### config.mk
export PLATFORM = sky130hd
export DESIGN_NAME = analog_comparator_control
export DESIGN_NICKNAME = d
export VERILOG_FILES = /design/src/cmp_pkg.sv /design/src/cmp_chan_if.sv /design/src/cmp_channel.sv /design/src/analog_comparator_control.sv
export SDC_FILE = /design/constraint.sdc
export NUM_CORES = 1
export LEC_CHECK = 0
export BUFFER_PORTS_ARGS = -buffer_cell sky130_fd_sc_hd__buf_4
export CORE_MARGIN = 5
export CORE_UTILIZATION = 50
export DETAILED_ROUTE_END_ITERATION = 12
export PLACE_DENSITY_LB_ADDON = 0.25
export SYNTH_ARGS = -nofsm -noshare
export SYNTH_HDL_FRONTEND = slang
export SYNTH_SLANG_ARGS = --single-unit
### constraint.sdc
create_clock -name clk_sys -period 2.2 [get_ports clk_sys]
set_input_delay 0.11 -clock clk_sys [delete_from_list [all_inputs] [get_ports clk_sys]]
set_output_delay 0.11 -clock clk_sys [all_outputs]
set_load 0.02 [all_outputs]
### src/cmp_pkg.sv
package cmp_pkg;
	localparam int NUM_CH = 3;
	// ------------------------------------------------------------
	// register map
	// ------------------------------------------------------------
	localparam logic [7:0] OFF_CTRL0  = 8'h00;
	localparam logic [7:0] OFF_CTRL1  = 8'h04;
	localparam logic [7:0] OFF_CTRL2  = 8'h08;
	localparam logic [7:0] OFF_STATUS = 8'h0c;
	localparam logic [7:0] OFF_EVENT  = 8'h10;
	localparam logic [7:0] OFF_MASK   = 8'h14;
	// ------------------------------------------------------------
	// control fields
	// ------------------------------------------------------------
	localparam int BIT_ENABLE    = 15;
	localparam int BIT_PIN_DRIVE = 14;
	localparam int BIT_INVERT    = 13;
	localparam int BIT_RESULT    = 8;
	localparam int BIT_EDGE_HI   = 7;
	localparam int BIT_EDGE_LO   = 6;
	localparam int BIT_POS_SEL   = 4;
	localparam int BIT_NEG_HI    = 1;
	localparam int BIT_NEG_LO    = 0;
	localparam int BIT_HALT_IDLE = 13;
	localparam logic [31:0] CTRL_WMASK  = 32'h0000_e0d3;
	localparam logic [31:0] CTRL_RESET  = 32'h0000_00c3;
	localparam logic [1:0]  EDGE_OFF    = 2'h0;
	localparam logic [1:0]  EDGE_RISE   = 2'h1;
	localparam logic [1:0]  EDGE_FALL   = 2'h2;
	localparam logic [1:0]  EDGE_BOTH   = 2'h3;
	localparam logic [1:0]  NEG_PIN_B   = 2'h0;
	localparam logic [1:0]  NEG_PIN_C   = 2'h1;
	localparam logic [1:0]  NEG_PIN_D   = 2'h2;
	localparam logic [1:0]  NEG_ABS_REF = 2'h3;
	localparam logic [1:0]  POS_PIN_A   = 2'h0;
	localparam logic [1:0]  POS_LADDER  = 2'h1;
endpackage : cmp_pkg

### src/cmp_chan_if.sv
`timescale 1ns/1ps
interface cmp_chan_if;
	logic       enable;
	logic       invert;
	logic [1:0] edgeSelect;
	logic       rawResult;
	logic       level;
	logic       edgeEvent;
	modport ctl (output enable, output invert, output edgeSelect, output rawResult,
		input level, input edgeEvent);
	modport chan (input enable, input invert, input edgeSelect, input rawResult,
		output level, output edgeEvent);
endinterface : cmp_chan_if

### src/cmp_channel.sv
`timescale 1ns/1ps
// synchronised, inverted result with edge detection for one channel
module cmp_channel (
	input  wire logic clk_sys,
	input  wire logic arst_n,
	cmp_chan_if.chan  port
);
	logic [2:0] syncStage;
	logic       prevLevel;
	logic       stable;

	// three stages; change accepted when stages two and three agree
	always_ff @(posedge clk_sys or negedge arst_n) begin
		if (!arst_n) begin
			syncStage <= 3'h0;
		end else begin
			syncStage <= {syncStage[1:0], port.rawResult};
		end
	end

	always_ff @(posedge clk_sys or negedge arst_n) begin
		if (!arst_n) begin
			stable <= 1'b0;
		end else if (syncStage[1] == syncStage[2]) begin
			stable <= syncStage[2];
		end
	end

	// inversion feeds both the readback and the edge detector
	assign port.level = port.enable & (stable ^ port.invert);

	always_ff @(posedge clk_sys or negedge arst_n) begin
		if (!arst_n) begin
			prevLevel <= 1'b0;
		end else begin
			prevLevel <= port.level;
		end
	end

	always_comb begin
		unique case (port.edgeSelect)
			cmp_pkg::EDGE_OFF:  port.edgeEvent = 1'b0;
			cmp_pkg::EDGE_RISE: port.edgeEvent = port.level & ~prevLevel;
			cmp_pkg::EDGE_FALL: port.edgeEvent = ~port.level & prevLevel;
			cmp_pkg::EDGE_BOTH: port.edgeEvent = port.level ^ prevLevel;
		endcase
	end

	a_rise_event: assert property (@(posedge clk_sys) disable iff (!arst_n)
		(port.edgeSelect == cmp_pkg::EDGE_RISE && port.edgeEvent) |-> !$past(port.level))
		else $error("rise event without prior low level");
	a_off_silent: assert property (@(posedge clk_sys) disable iff (!arst_n)
		(port.edgeSelect == cmp_pkg::EDGE_OFF) |-> !port.edgeEvent)
		else $error("event while edge select off");
endmodule : cmp_channel

### src/analog_comparator_control.sv
// The address map and the APB register port are this design's own decisions.
`timescale 1ns/1ps
module analog_comparator_control (
	input  wire logic        clk_sys,
	input  wire logic        arst_n,
	input  wire logic        psel,
	input  wire logic        penable,
	input  wire logic        pwrite,
	input  wire logic [7:0]  paddr,
	input  wire logic [31:0] pwdata,
	output logic      [31:0] prdata,
	output logic             pready,
	output logic             pslverr,
	input  wire logic        systemIdle,
	input  wire logic [2:0]  rawResult,
	output logic      [2:0]  channelPower,
	output logic      [2:0]  positiveInputSelect,
	output logic      [5:0]  negativeInputSelect,
	output logic      [2:0]  resultPin,
	output logic      [2:0]  resultPinOe,
	output logic      [2:0]  irqRequest,
	output logic             irq
);
	// ------------------------------------------------------------
	// register state
	// ------------------------------------------------------------
	logic [31:0] ctrl [cmp_pkg::NUM_CH];
	logic        haltWhenIdle;
	logic [2:0]  eventStatus;
	logic [2:0]  eventMask;
	logic [2:0]  level;
	logic [2:0]  chanEvent;
	logic [2:0]  active;
	logic        wrAccess;
	logic        rdAccess;
	logic        unmapped;
	logic [31:0] next_prdata;

	assign wrAccess = psel & penable & pwrite;
	assign rdAccess = psel & penable & ~pwrite;
	assign pready   = 1'b1;
	assign unmapped = !(paddr inside {cmp_pkg::OFF_CTRL0, cmp_pkg::OFF_CTRL1,
		cmp_pkg::OFF_CTRL2, cmp_pkg::OFF_STATUS, cmp_pkg::OFF_EVENT, cmp_pkg::OFF_MASK});
	assign pslverr  = psel & penable & unmapped;

	// ------------------------------------------------------------
	// per-channel logic
	// ------------------------------------------------------------
	genvar g;
	generate
		for (g = 0; g < cmp_pkg::NUM_CH; g++) begin : gen_ch
			cmp_chan_if chIf ();
			logic [7:0] chAddr;
			assign chAddr = cmp_pkg::OFF_CTRL0 + 8'(4 * g);

			// only writable bits change; every write, enable writes included, loads all writable fields from pwdata
			always_ff @(posedge clk_sys or negedge arst_n) begin
				if (!arst_n) begin
					ctrl[g] <= cmp_pkg::CTRL_RESET;
				end else if (wrAccess && paddr == chAddr) begin
					ctrl[g] <= pwdata & cmp_pkg::CTRL_WMASK;
				end
			end

			// idle halt gates the channel like a cleared enable
			assign active[g] = ctrl[g][cmp_pkg::BIT_ENABLE]
				& ~(haltWhenIdle & systemIdle);
			assign chIf.enable     = active[g];
			assign chIf.invert     = ctrl[g][cmp_pkg::BIT_INVERT];
			assign chIf.edgeSelect = ctrl[g][cmp_pkg::BIT_EDGE_HI:cmp_pkg::BIT_EDGE_LO];
			assign chIf.rawResult  = rawResult[g];
			assign level[g]        = chIf.level;
			assign chanEvent[g]    = chIf.edgeEvent;

			cmp_channel u_channel (
				.clk_sys (clk_sys),
				.arst_n  (arst_n),
				.port    (chIf.chan)
			);

			assign channelPower[g]        = active[g];
			assign positiveInputSelect[g] = ctrl[g][cmp_pkg::BIT_POS_SEL];
			assign negativeInputSelect[2*g+1:2*g] =
				ctrl[g][cmp_pkg::BIT_NEG_HI:cmp_pkg::BIT_NEG_LO];

			always_ff @(posedge clk_sys or negedge arst_n) begin
				if (!arst_n) begin
					resultPin[g]   <= 1'b0;
					resultPinOe[g] <= 1'b0;
				end else begin
					resultPin[g]   <= level[g];
					resultPinOe[g] <= ctrl[g][cmp_pkg::BIT_PIN_DRIVE] & active[g];
				end
			end

			always_ff @(posedge clk_sys or negedge arst_n) begin
				if (!arst_n) begin
					irqRequest[g] <= 1'b0;
				end else begin
					irqRequest[g] <= chanEvent[g];
				end
			end

			// set wins over a simultaneous write-one clear
			always_ff @(posedge clk_sys or negedge arst_n) begin
				if (!arst_n) begin
					eventStatus[g] <= 1'b0;
				end else if (chanEvent[g]) begin
					eventStatus[g] <= 1'b1;
				end else if (wrAccess && paddr == cmp_pkg::OFF_EVENT && pwdata[g]) begin
					eventStatus[g] <= 1'b0;
				end
			end

			a_pulse_one: assert property (@(posedge clk_sys) disable iff (!arst_n)
				irqRequest[g] |=> !irqRequest[g] || $past(chanEvent[g]))
				else $error("request not tied to event");
			a_pin_drive: assert property (@(posedge clk_sys) disable iff (!arst_n)
				!ctrl[g][cmp_pkg::BIT_PIN_DRIVE] |=> !resultPinOe[g])
				else $error("pin driven while drive bit clear");
			a_idle_halt: assert property (@(posedge clk_sys) disable iff (!arst_n)
				(haltWhenIdle && systemIdle) |-> !channelPower[g])
				else $error("channel powered in idle with halt set");
		end
	endgenerate

	// ------------------------------------------------------------
	// shared registers
	// ------------------------------------------------------------
	always_ff @(posedge clk_sys or negedge arst_n) begin
		if (!arst_n) begin
			haltWhenIdle <= 1'b0;
		end else if (wrAccess && paddr == cmp_pkg::OFF_STATUS) begin
			haltWhenIdle <= pwdata[cmp_pkg::BIT_HALT_IDLE];
		end
	end

	always_ff @(posedge clk_sys or negedge arst_n) begin
		if (!arst_n) begin
			eventMask <= 3'h0;
		end else if (wrAccess && paddr == cmp_pkg::OFF_MASK) begin
			eventMask <= pwdata[2:0];
		end
	end

	assign irq = |(eventStatus & eventMask);

	// ------------------------------------------------------------
	// read path
	// ------------------------------------------------------------
	always_comb begin
		next_prdata = 32'h0;
		unique case (paddr)
			cmp_pkg::OFF_CTRL0: begin
				next_prdata = ctrl[0];
				next_prdata[cmp_pkg::BIT_RESULT] = level[0];
			end
			cmp_pkg::OFF_CTRL1: begin
				next_prdata = ctrl[1];
				next_prdata[cmp_pkg::BIT_RESULT] = level[1];
			end
			cmp_pkg::OFF_CTRL2: begin
				next_prdata = ctrl[2];
				next_prdata[cmp_pkg::BIT_RESULT] = level[2];
			end
			cmp_pkg::OFF_STATUS: begin
				next_prdata[cmp_pkg::BIT_HALT_IDLE] = haltWhenIdle;
				next_prdata[2:0] = level;
			end
			cmp_pkg::OFF_EVENT: next_prdata[2:0] = eventStatus;
			cmp_pkg::OFF_MASK:  next_prdata[2:0] = eventMask;
			default:            next_prdata = 32'h0;
		endcase
	end

	// read data registered in the setup cycle, valid in the access cycle
	always_ff @(posedge clk_sys or negedge arst_n) begin
		if (!arst_n) begin
			prdata <= 32'h0;
		end else if (psel && !penable && !pwrite) begin
			prdata <= next_prdata;
		end
	end

	a_status_mirror: assert property (@(posedge clk_sys) disable iff (!arst_n)
		(psel && !penable && !pwrite && paddr == cmp_pkg::OFF_STATUS)
		|=> prdata[2:0] == $past(level))
		else $error("status does not mirror results");
	a_reserved_zero: assert property (@(posedge clk_sys) disable iff (!arst_n)
		rdAccess |-> prdata[31:16] == 16'h0)
		else $error("reserved bits read nonzero");
	a_irq_level: assert property (@(posedge clk_sys) disable iff (!arst_n)
		irq == |(eventStatus & eventMask))
		else $error("irq disagrees with status");
endmodule : analog_comparator_control

## Yosys cells after proc, flatten, opt, wreduce, memory -nomap -nowiden

Cells that the tools add are included.

| word-level totals | value |
|---|---|
| register bits | 84 |
| bits in latches | 0 |
| bits in writable memories | 0 |
| bits in read-only memories | 0 |
| bits of input ports | 49 |
| output and inout port bits | 56 |
| logic and storage cells | 110 |
| memories | 0 |

| operators by class | value |
|---|---|
| add/sub/neg operators | 0 |
| multipliers | 0 |
| divide/modulo/power cells | 0 |
| magnitude comparators | 0 |
| equality and inequality tests | 17 |
| shift operators | 0 |
| multiplexer cells | 13 |
| bitwise gates (word level) | 33 |
| reduce and logical (&&, ||, !) cells | 23 |

Operators with widths:

| cell | number |
|---|---|
| AND 1 bit | 19 |
| one-hot mux 3 bit (6 select lines) | 1 |
| one-hot mux 6 bit (3 select lines) | 1 |
| == test 8 x 4 -> 1 bit, second input constant | 2 |
| == test 8 x 5 -> 1 bit, second input constant | 2 |
| one-hot mux 1 bit (4 select lines) | 4 |
| == test 2 bit, second input constant | 6 |
| logical AND 1 bit | 11 |
| == test 8 x 3 -> 1 bit, second input constant | 1 |
| logical NOT 8 bit | 1 |
| NOT 1 bit | 7 |
| == test 2 x 1 -> 1 bit, second input constant | 3 |
| logical NOT 2 bit | 3 |
| two-way mux 1 bit | 6 |
| one-hot mux 2 bit (3 select lines) | 1 |
| nonzero test 2 bit | 3 |
| nonzero test 6 bit | 1 |
| bitwise XOR 1 bit | 6 |
| AND 3 bit | 1 |
| == test 1 bit | 3 |
| logical NOT 1 bit | 3 |
| OR reduction 3 bit | 1 |

## Logic depth before layout (Yosys ltp)

| depth | value |
|---|---|
| depth after elaboration | 8 |
| depth in mapped cells | 8 |
| depth with buffers taken out | 8 |

## Hierarchy

Synthesis repeated with hierarchy kept, for this count alone.

| unflattened totals | value |
|---|---|
| cells, all modules | 254 |
| area, all modules | 3,081.7 µm² |

By module, submodules not included:

| module | times used | cells an instance | area each (µm²) | seq. area each (µm²) |
|---|---|---|---|---|
| analog_comparator_control | 1 | 203 | 2,458.6 | 1,266.2 |
| cmp_channel | 3 | 17 | 207.7 | 125.1 |

## Least setup slack after synthesis

No wires, ideal clock.

| path | value |
|---|---|
| path kind | input port to flip-flop |
| start point | input port paddr[1] |
| end point | register ctrl[45] (netlist name) |
| library setup time | 0.125 ns |
| data arrival time | 1.746 ns |
| setup slack | 0.329 ns |
| cell stages on the path | 5 |
| path buffers | 1 |
| cells stage by stage | or3_4 or4_1 buf_2 nor3b_4 mux2_2 |

| on the way | value |
|---|---|
| word-level cells in the longest chain between the ends | 2 |

Ends and longest elaborated chain:

| item | RTL line | text |
|---|---|---|
| start: declaration | analog_comparator_control.sv:9 | `input wire logic [7:0] paddr,` |
| == test 8 x 3 -> 1 bit | analog_comparator_control.sv:60 | `end else if (wrAccess && paddr == chAddr) begin` |
| logical AND 1 bit | analog_comparator_control.sv:60 |  |
| end signal: indexed assignment | analog_comparator_control.sv:59 | `ctrl[g] <= cmp_pkg::CTRL_RESET;` |
| end signal: indexed assignment | analog_comparator_control.sv:61 | `ctrl[g] <= pwdata & cmp_pkg::CTRL_WMASK;` |
| end: declaration | analog_comparator_control.sv:27 | `logic [31:0] ctrl [cmp_pkg::NUM_CH];` |

No other way between the ends.
A chain may end at the register's enable or synchronous reset.

## Worst setup path after layout

| path | value |
|---|---|
| start point | register haltWhenIdle |
| end point | register eventStatus[1] |

| on the way | value |
|---|---|
| word-level cells in the longest chain between the ends | 8 |

Ends and longest elaborated chain:

| item | RTL line | text |
|---|---|---|
| start: declaration | analog_comparator_control.sv:28 | `logic haltWhenIdle;` |
| start signal: assignment | analog_comparator_control.sv:134 | `haltWhenIdle <= pwdata[cmp_pkg::BIT_HALT_IDLE];` |
| AND 1 bit * | analog_comparator_control.sv:67 | `& ~(haltWhenIdle & systemIdle);` |
| NOT 1 bit * | analog_comparator_control.sv:67 |  |
| AND 1 bit * | analog_comparator_control.sv:67 |  |
| AND 1 bit * | cmp_channel.sv:30 | `assign port.level = port.enable & (stable ^ port.invert);` |
| NOT 1 bit | cmp_channel.sv:44 | `cmp_pkg::EDGE_FALL: port.edgeEvent = ~port.level & prevLevel;` |
| AND 1 bit | cmp_channel.sv:44 |  |
| one-hot mux 1 bit (4 select lines) * | cmp_channel.sv:41 | `unique case (port.edgeSelect)` |
| named net gen_ch[1].chIf.edgeEvent | cmp_chan_if.sv:8 | `logic edgeEvent;` |
| two-way mux 1 bit or nonzero test 2 bit (tied branches) | -- |  |
| end signal: indexed assignment | analog_comparator_control.sv:107 | `eventStatus[g] <= 1'b0;` |
| end signal: indexed assignment | analog_comparator_control.sv:109 | `eventStatus[g] <= 1'b1;` |
| end signal: indexed assignment | analog_comparator_control.sv:111 | `eventStatus[g] <= 1'b0;` |
| end: declaration | analog_comparator_control.sv:29 | `logic [2:0] eventStatus;` |

Mark *: on every way through the listed nets, which the timed path passes. The rest lies on a longest branch.

==> impl_results.md <==
* Level count of the clock H-tree at 3
* Max VDD drop at between 0.5 and 0.6 mV
* Count leader, synth: dfrtp_1
* Clk root buf: clkbuf_8
* Final count of negative-setup-slack endpoints at 0
* Multiplexer area fraction after synthesis at between 10% and 20%
* Clock period minus worst slack at about 1.9 ns
* Ports at 105
* Vias in the first global route at 2,040
* Initial Util at 51.65%
* Adder-cell share of the synthesized area at under 10%
* Post-synth top flop: dfrtp_1
* Outcome: complete, no violations
* Final Cell Area at around 3700 µm²
* CP Max Fanout at 6
* Rows at 28
* Total wire length at 6637 µm
* Drt initial violations at 113
* CORE AREA at 5921 µm²
* Period utilisation layout at roughly 86%
* CTS Buf Count at 9
* Yosys Warn Count at 0
* Clk Latency, worst-skew pair at around 0.34 ns
* # Post-CTS Setup Buffers at 0
* IO buf count at 58
* Die Area at ~7800 µm²
* Mapped Area at just over 3000 µm²
* Max_cap viols at 0
* Setup Skew at around 0.005 ns
* CP required at around 2.4 ns
* Width of the chip at approximately 88 µm
* Drt first pass iters at 4
* CP Cell Sequence: nand2_1 > and2_1 > nand2_1 > ha_1 > nor2b_1 > o21ai_0 > o21ai_0 > a21o_1
* RSZ-0062 raised after global routing: no
* WP buf/inv at 0
* Critical Path Start Type: register
* Clock sinks at between 60 and 70
* Hold crit path type: primary input to register
* Syn-to-layout area delta at 20.99%
* WL per Instance at 16.51 µm
* Post-Place Cell Area at 3426 µm²
* Setup TNS at 0 ns
* Fin. Hold Viols at 0
* Die Ht at ~88 µm
* Worst hold slack at between 0.015 and 0.02 ns
* Post-Synth XOR/XNOR Area at less than 1%
* Mapped Cells at between 200 and 300
* Number of remaining DRC errors at 0
* Diode count at 0
* Clock transition at the registers of the reported paths at roughly 0.07 ns
* R2R setup slack at approximately 0.31 ns
* Max Fclk at roughly 530 MHz
* Antenna-violating nets left at 0
* Largest family of logic cells by synthesized area: multiplexers
* Via count of the routed design at roughly 2,100
* CP Class: register to register
* Antenna violations before repair at 0
* Tightest Pin Transition at slightly below 0.8 ns
* Simple-Gate Fraction of Synth Area at around an eighth
* Fill count at about 500
* Detailed placement HPWL at 4784 µm
* GR Overflow Total at 0
* CTS tree: yes
* Yosys reg bits at just over 60
* GRT Total Usage at roughly 18%
* Number of nets in the layout at about 380
* Crit-path slowest cell: dfrtp_1
* Critical path arrival at 2.12 ns
* Synth cell types at 43
* Seq/Total Area, Yosys at 51.23%
* Share of the synthesized area in the top cell type at between 40% and 50%
* Top Family by Delay on Critical Path: simple AND/OR/NAND/NOR gates
* Bufs on Longest Clock Path at 2
* Vias per cell at ~5.2
* CP max stage delay at ~0.41 ns
* Pwr Density at 694.2 nW/µm²
* Top cell type by total area after synthesis: dfrtp_1
* Slew Limit Headroom at 48.76%
* Slew Viols, Final at 0
* Syn avg cell area at about 12 µm²
* Synth top cells by count: dfrtp_1 (50), buf_4 (38), mux2_2 (30), nand2_1 (19), o21ai_0 (14)
* Largest net degree at the start of global routing at 63
* First-pass GRT wire length at approximately 10,000 µm
* Synth Area in Compound Gates at 6.751%
* Synth top area cells: dfrtp_1 (41%), mux2_2 (11%), dfstp_2 (10%)
* Leakage at roughly 1.8 nW
* Share of layout cells above drive strength 1 at 40.06%
* Fraction of registers with async set/reset at 100.0%
* Post-synth EDFFs at 0
* Gpl congestion at a little over 0.8
* Critical Path Sink Type: register
[metrics by stage]
stage / std cells / total power [mW] / utilization, % / setup WS [ns]
floorplan: 286 / 1.347 / - / 0.3294
global placement: 382 / 1.410 / 57.86 / 0.1119
detailed placement: 382 / 1.415 / 57.86 / 0.09499
CTS: 402 / 2.582 / 62.49 / 0.3265
global route: 402 / 2.659 / 62.49 / 0.1563
finish: 402 / 2.568 / 62.49 / 0.3137
[cell usage in the layout (no fill, tap or decap), drive strengths merged, types with 3 or more instances in the layout]
master	n
xor2	3
dfrtp	50
a21oi	10
nor2	10
nor2b	8
inv	9
mux2i	5
and2	4
dfstp	12
maj3	3
buf	66
nor3	3
nand2b	4
conb	23
mux2	30
a21o	3
o21ai	14
ha	6
nand2	19
dlygate4sd3	4
clkbuf	13
[power by group]
group | leakage (nW) | switching (mW) | internal (mW)
sequential | 0.790 | 0.0197 | 1.17
combinational | 0.937 | 0.130 | 0.0775
clock | 0.120 | 0.439 | 0.730
total | 1.85 | 0.589 | 1.98
[repair_timing]
item                                   4_1_cts  5_1_grt
setup endpoints to repair                    0        0
gates resized for setup                      0        0
hold buffers                                 4        0
endpoints found under the hold margin       53        0
[cell families (layout without fill, tap and decap cells)]
logic type	count (synthesis)	after routing
multiplexers	37	37
adder cells (fa/ha/maj)	9	9
AND/OR/NAND/NOR	64	64
other	2	23
flip-flops	62	62
AO/OA/AOI/OAI	34	34
buffers and inverters	54	95
XOR/XNOR	3	3
[registers in the layout (all words and copies together) (netlist names)]
signal,count
gen_ch.u_channel.stable,3
haltWhenIdle,1
irqRequest,3
prdata,10
resultPinOe,3
negativeInputSelect,6
ctrl,15
positiveInputSelect,3
eventStatus,3
eventMask,3
gen_ch.u_channel.syncStage,9
gen_ch.u_channel.prevLevel,3
[final timing paths]
kind	depth (start not counted)	end	from
max	8	eventStatus[1]	haltWhenIdle
min	2	eventMask[2]	pwdata[2]
max reg2reg	8	eventStatus[1]	haltWhenIdle
min reg2reg	0	gen_ch[1].u_channel.syncStage[1]	gen_ch[1].u_channel.syncStage[0]
max in group asynchronous	2	prdata[6]	arst_n
min in group asynchronous	2	gen_ch[1].u_channel.syncStage[0]	arst_n
[routing by layer]
| metal | up-vias | wire length, µm | global-route usage [%] |
|---|---|---|---|
| met5 | - | 0 | 0 |
| met4 | 0 | 76 | 5.769 |
| met3 | 9 | 566 | 6.585 |
| met2 | 75 | 3191 | 27.94 |
| met1 | 1044 | 2802 | 23.65 |
| li1 | 965 | - | - |
[final cells by class]
cell class                 count  area, µm²  area share [%]
clock buffer                  13      168.9           4.565
clock inverter                 3      65.06           1.759
inverter                       9      33.78          0.9131
multi-input combinational    170       1224           33.07
sequential                    62       1567           42.34
tap                           75      93.84           2.536
timing repair buffer          70      548.0           14.81
(Power assumes the default switching activity.)
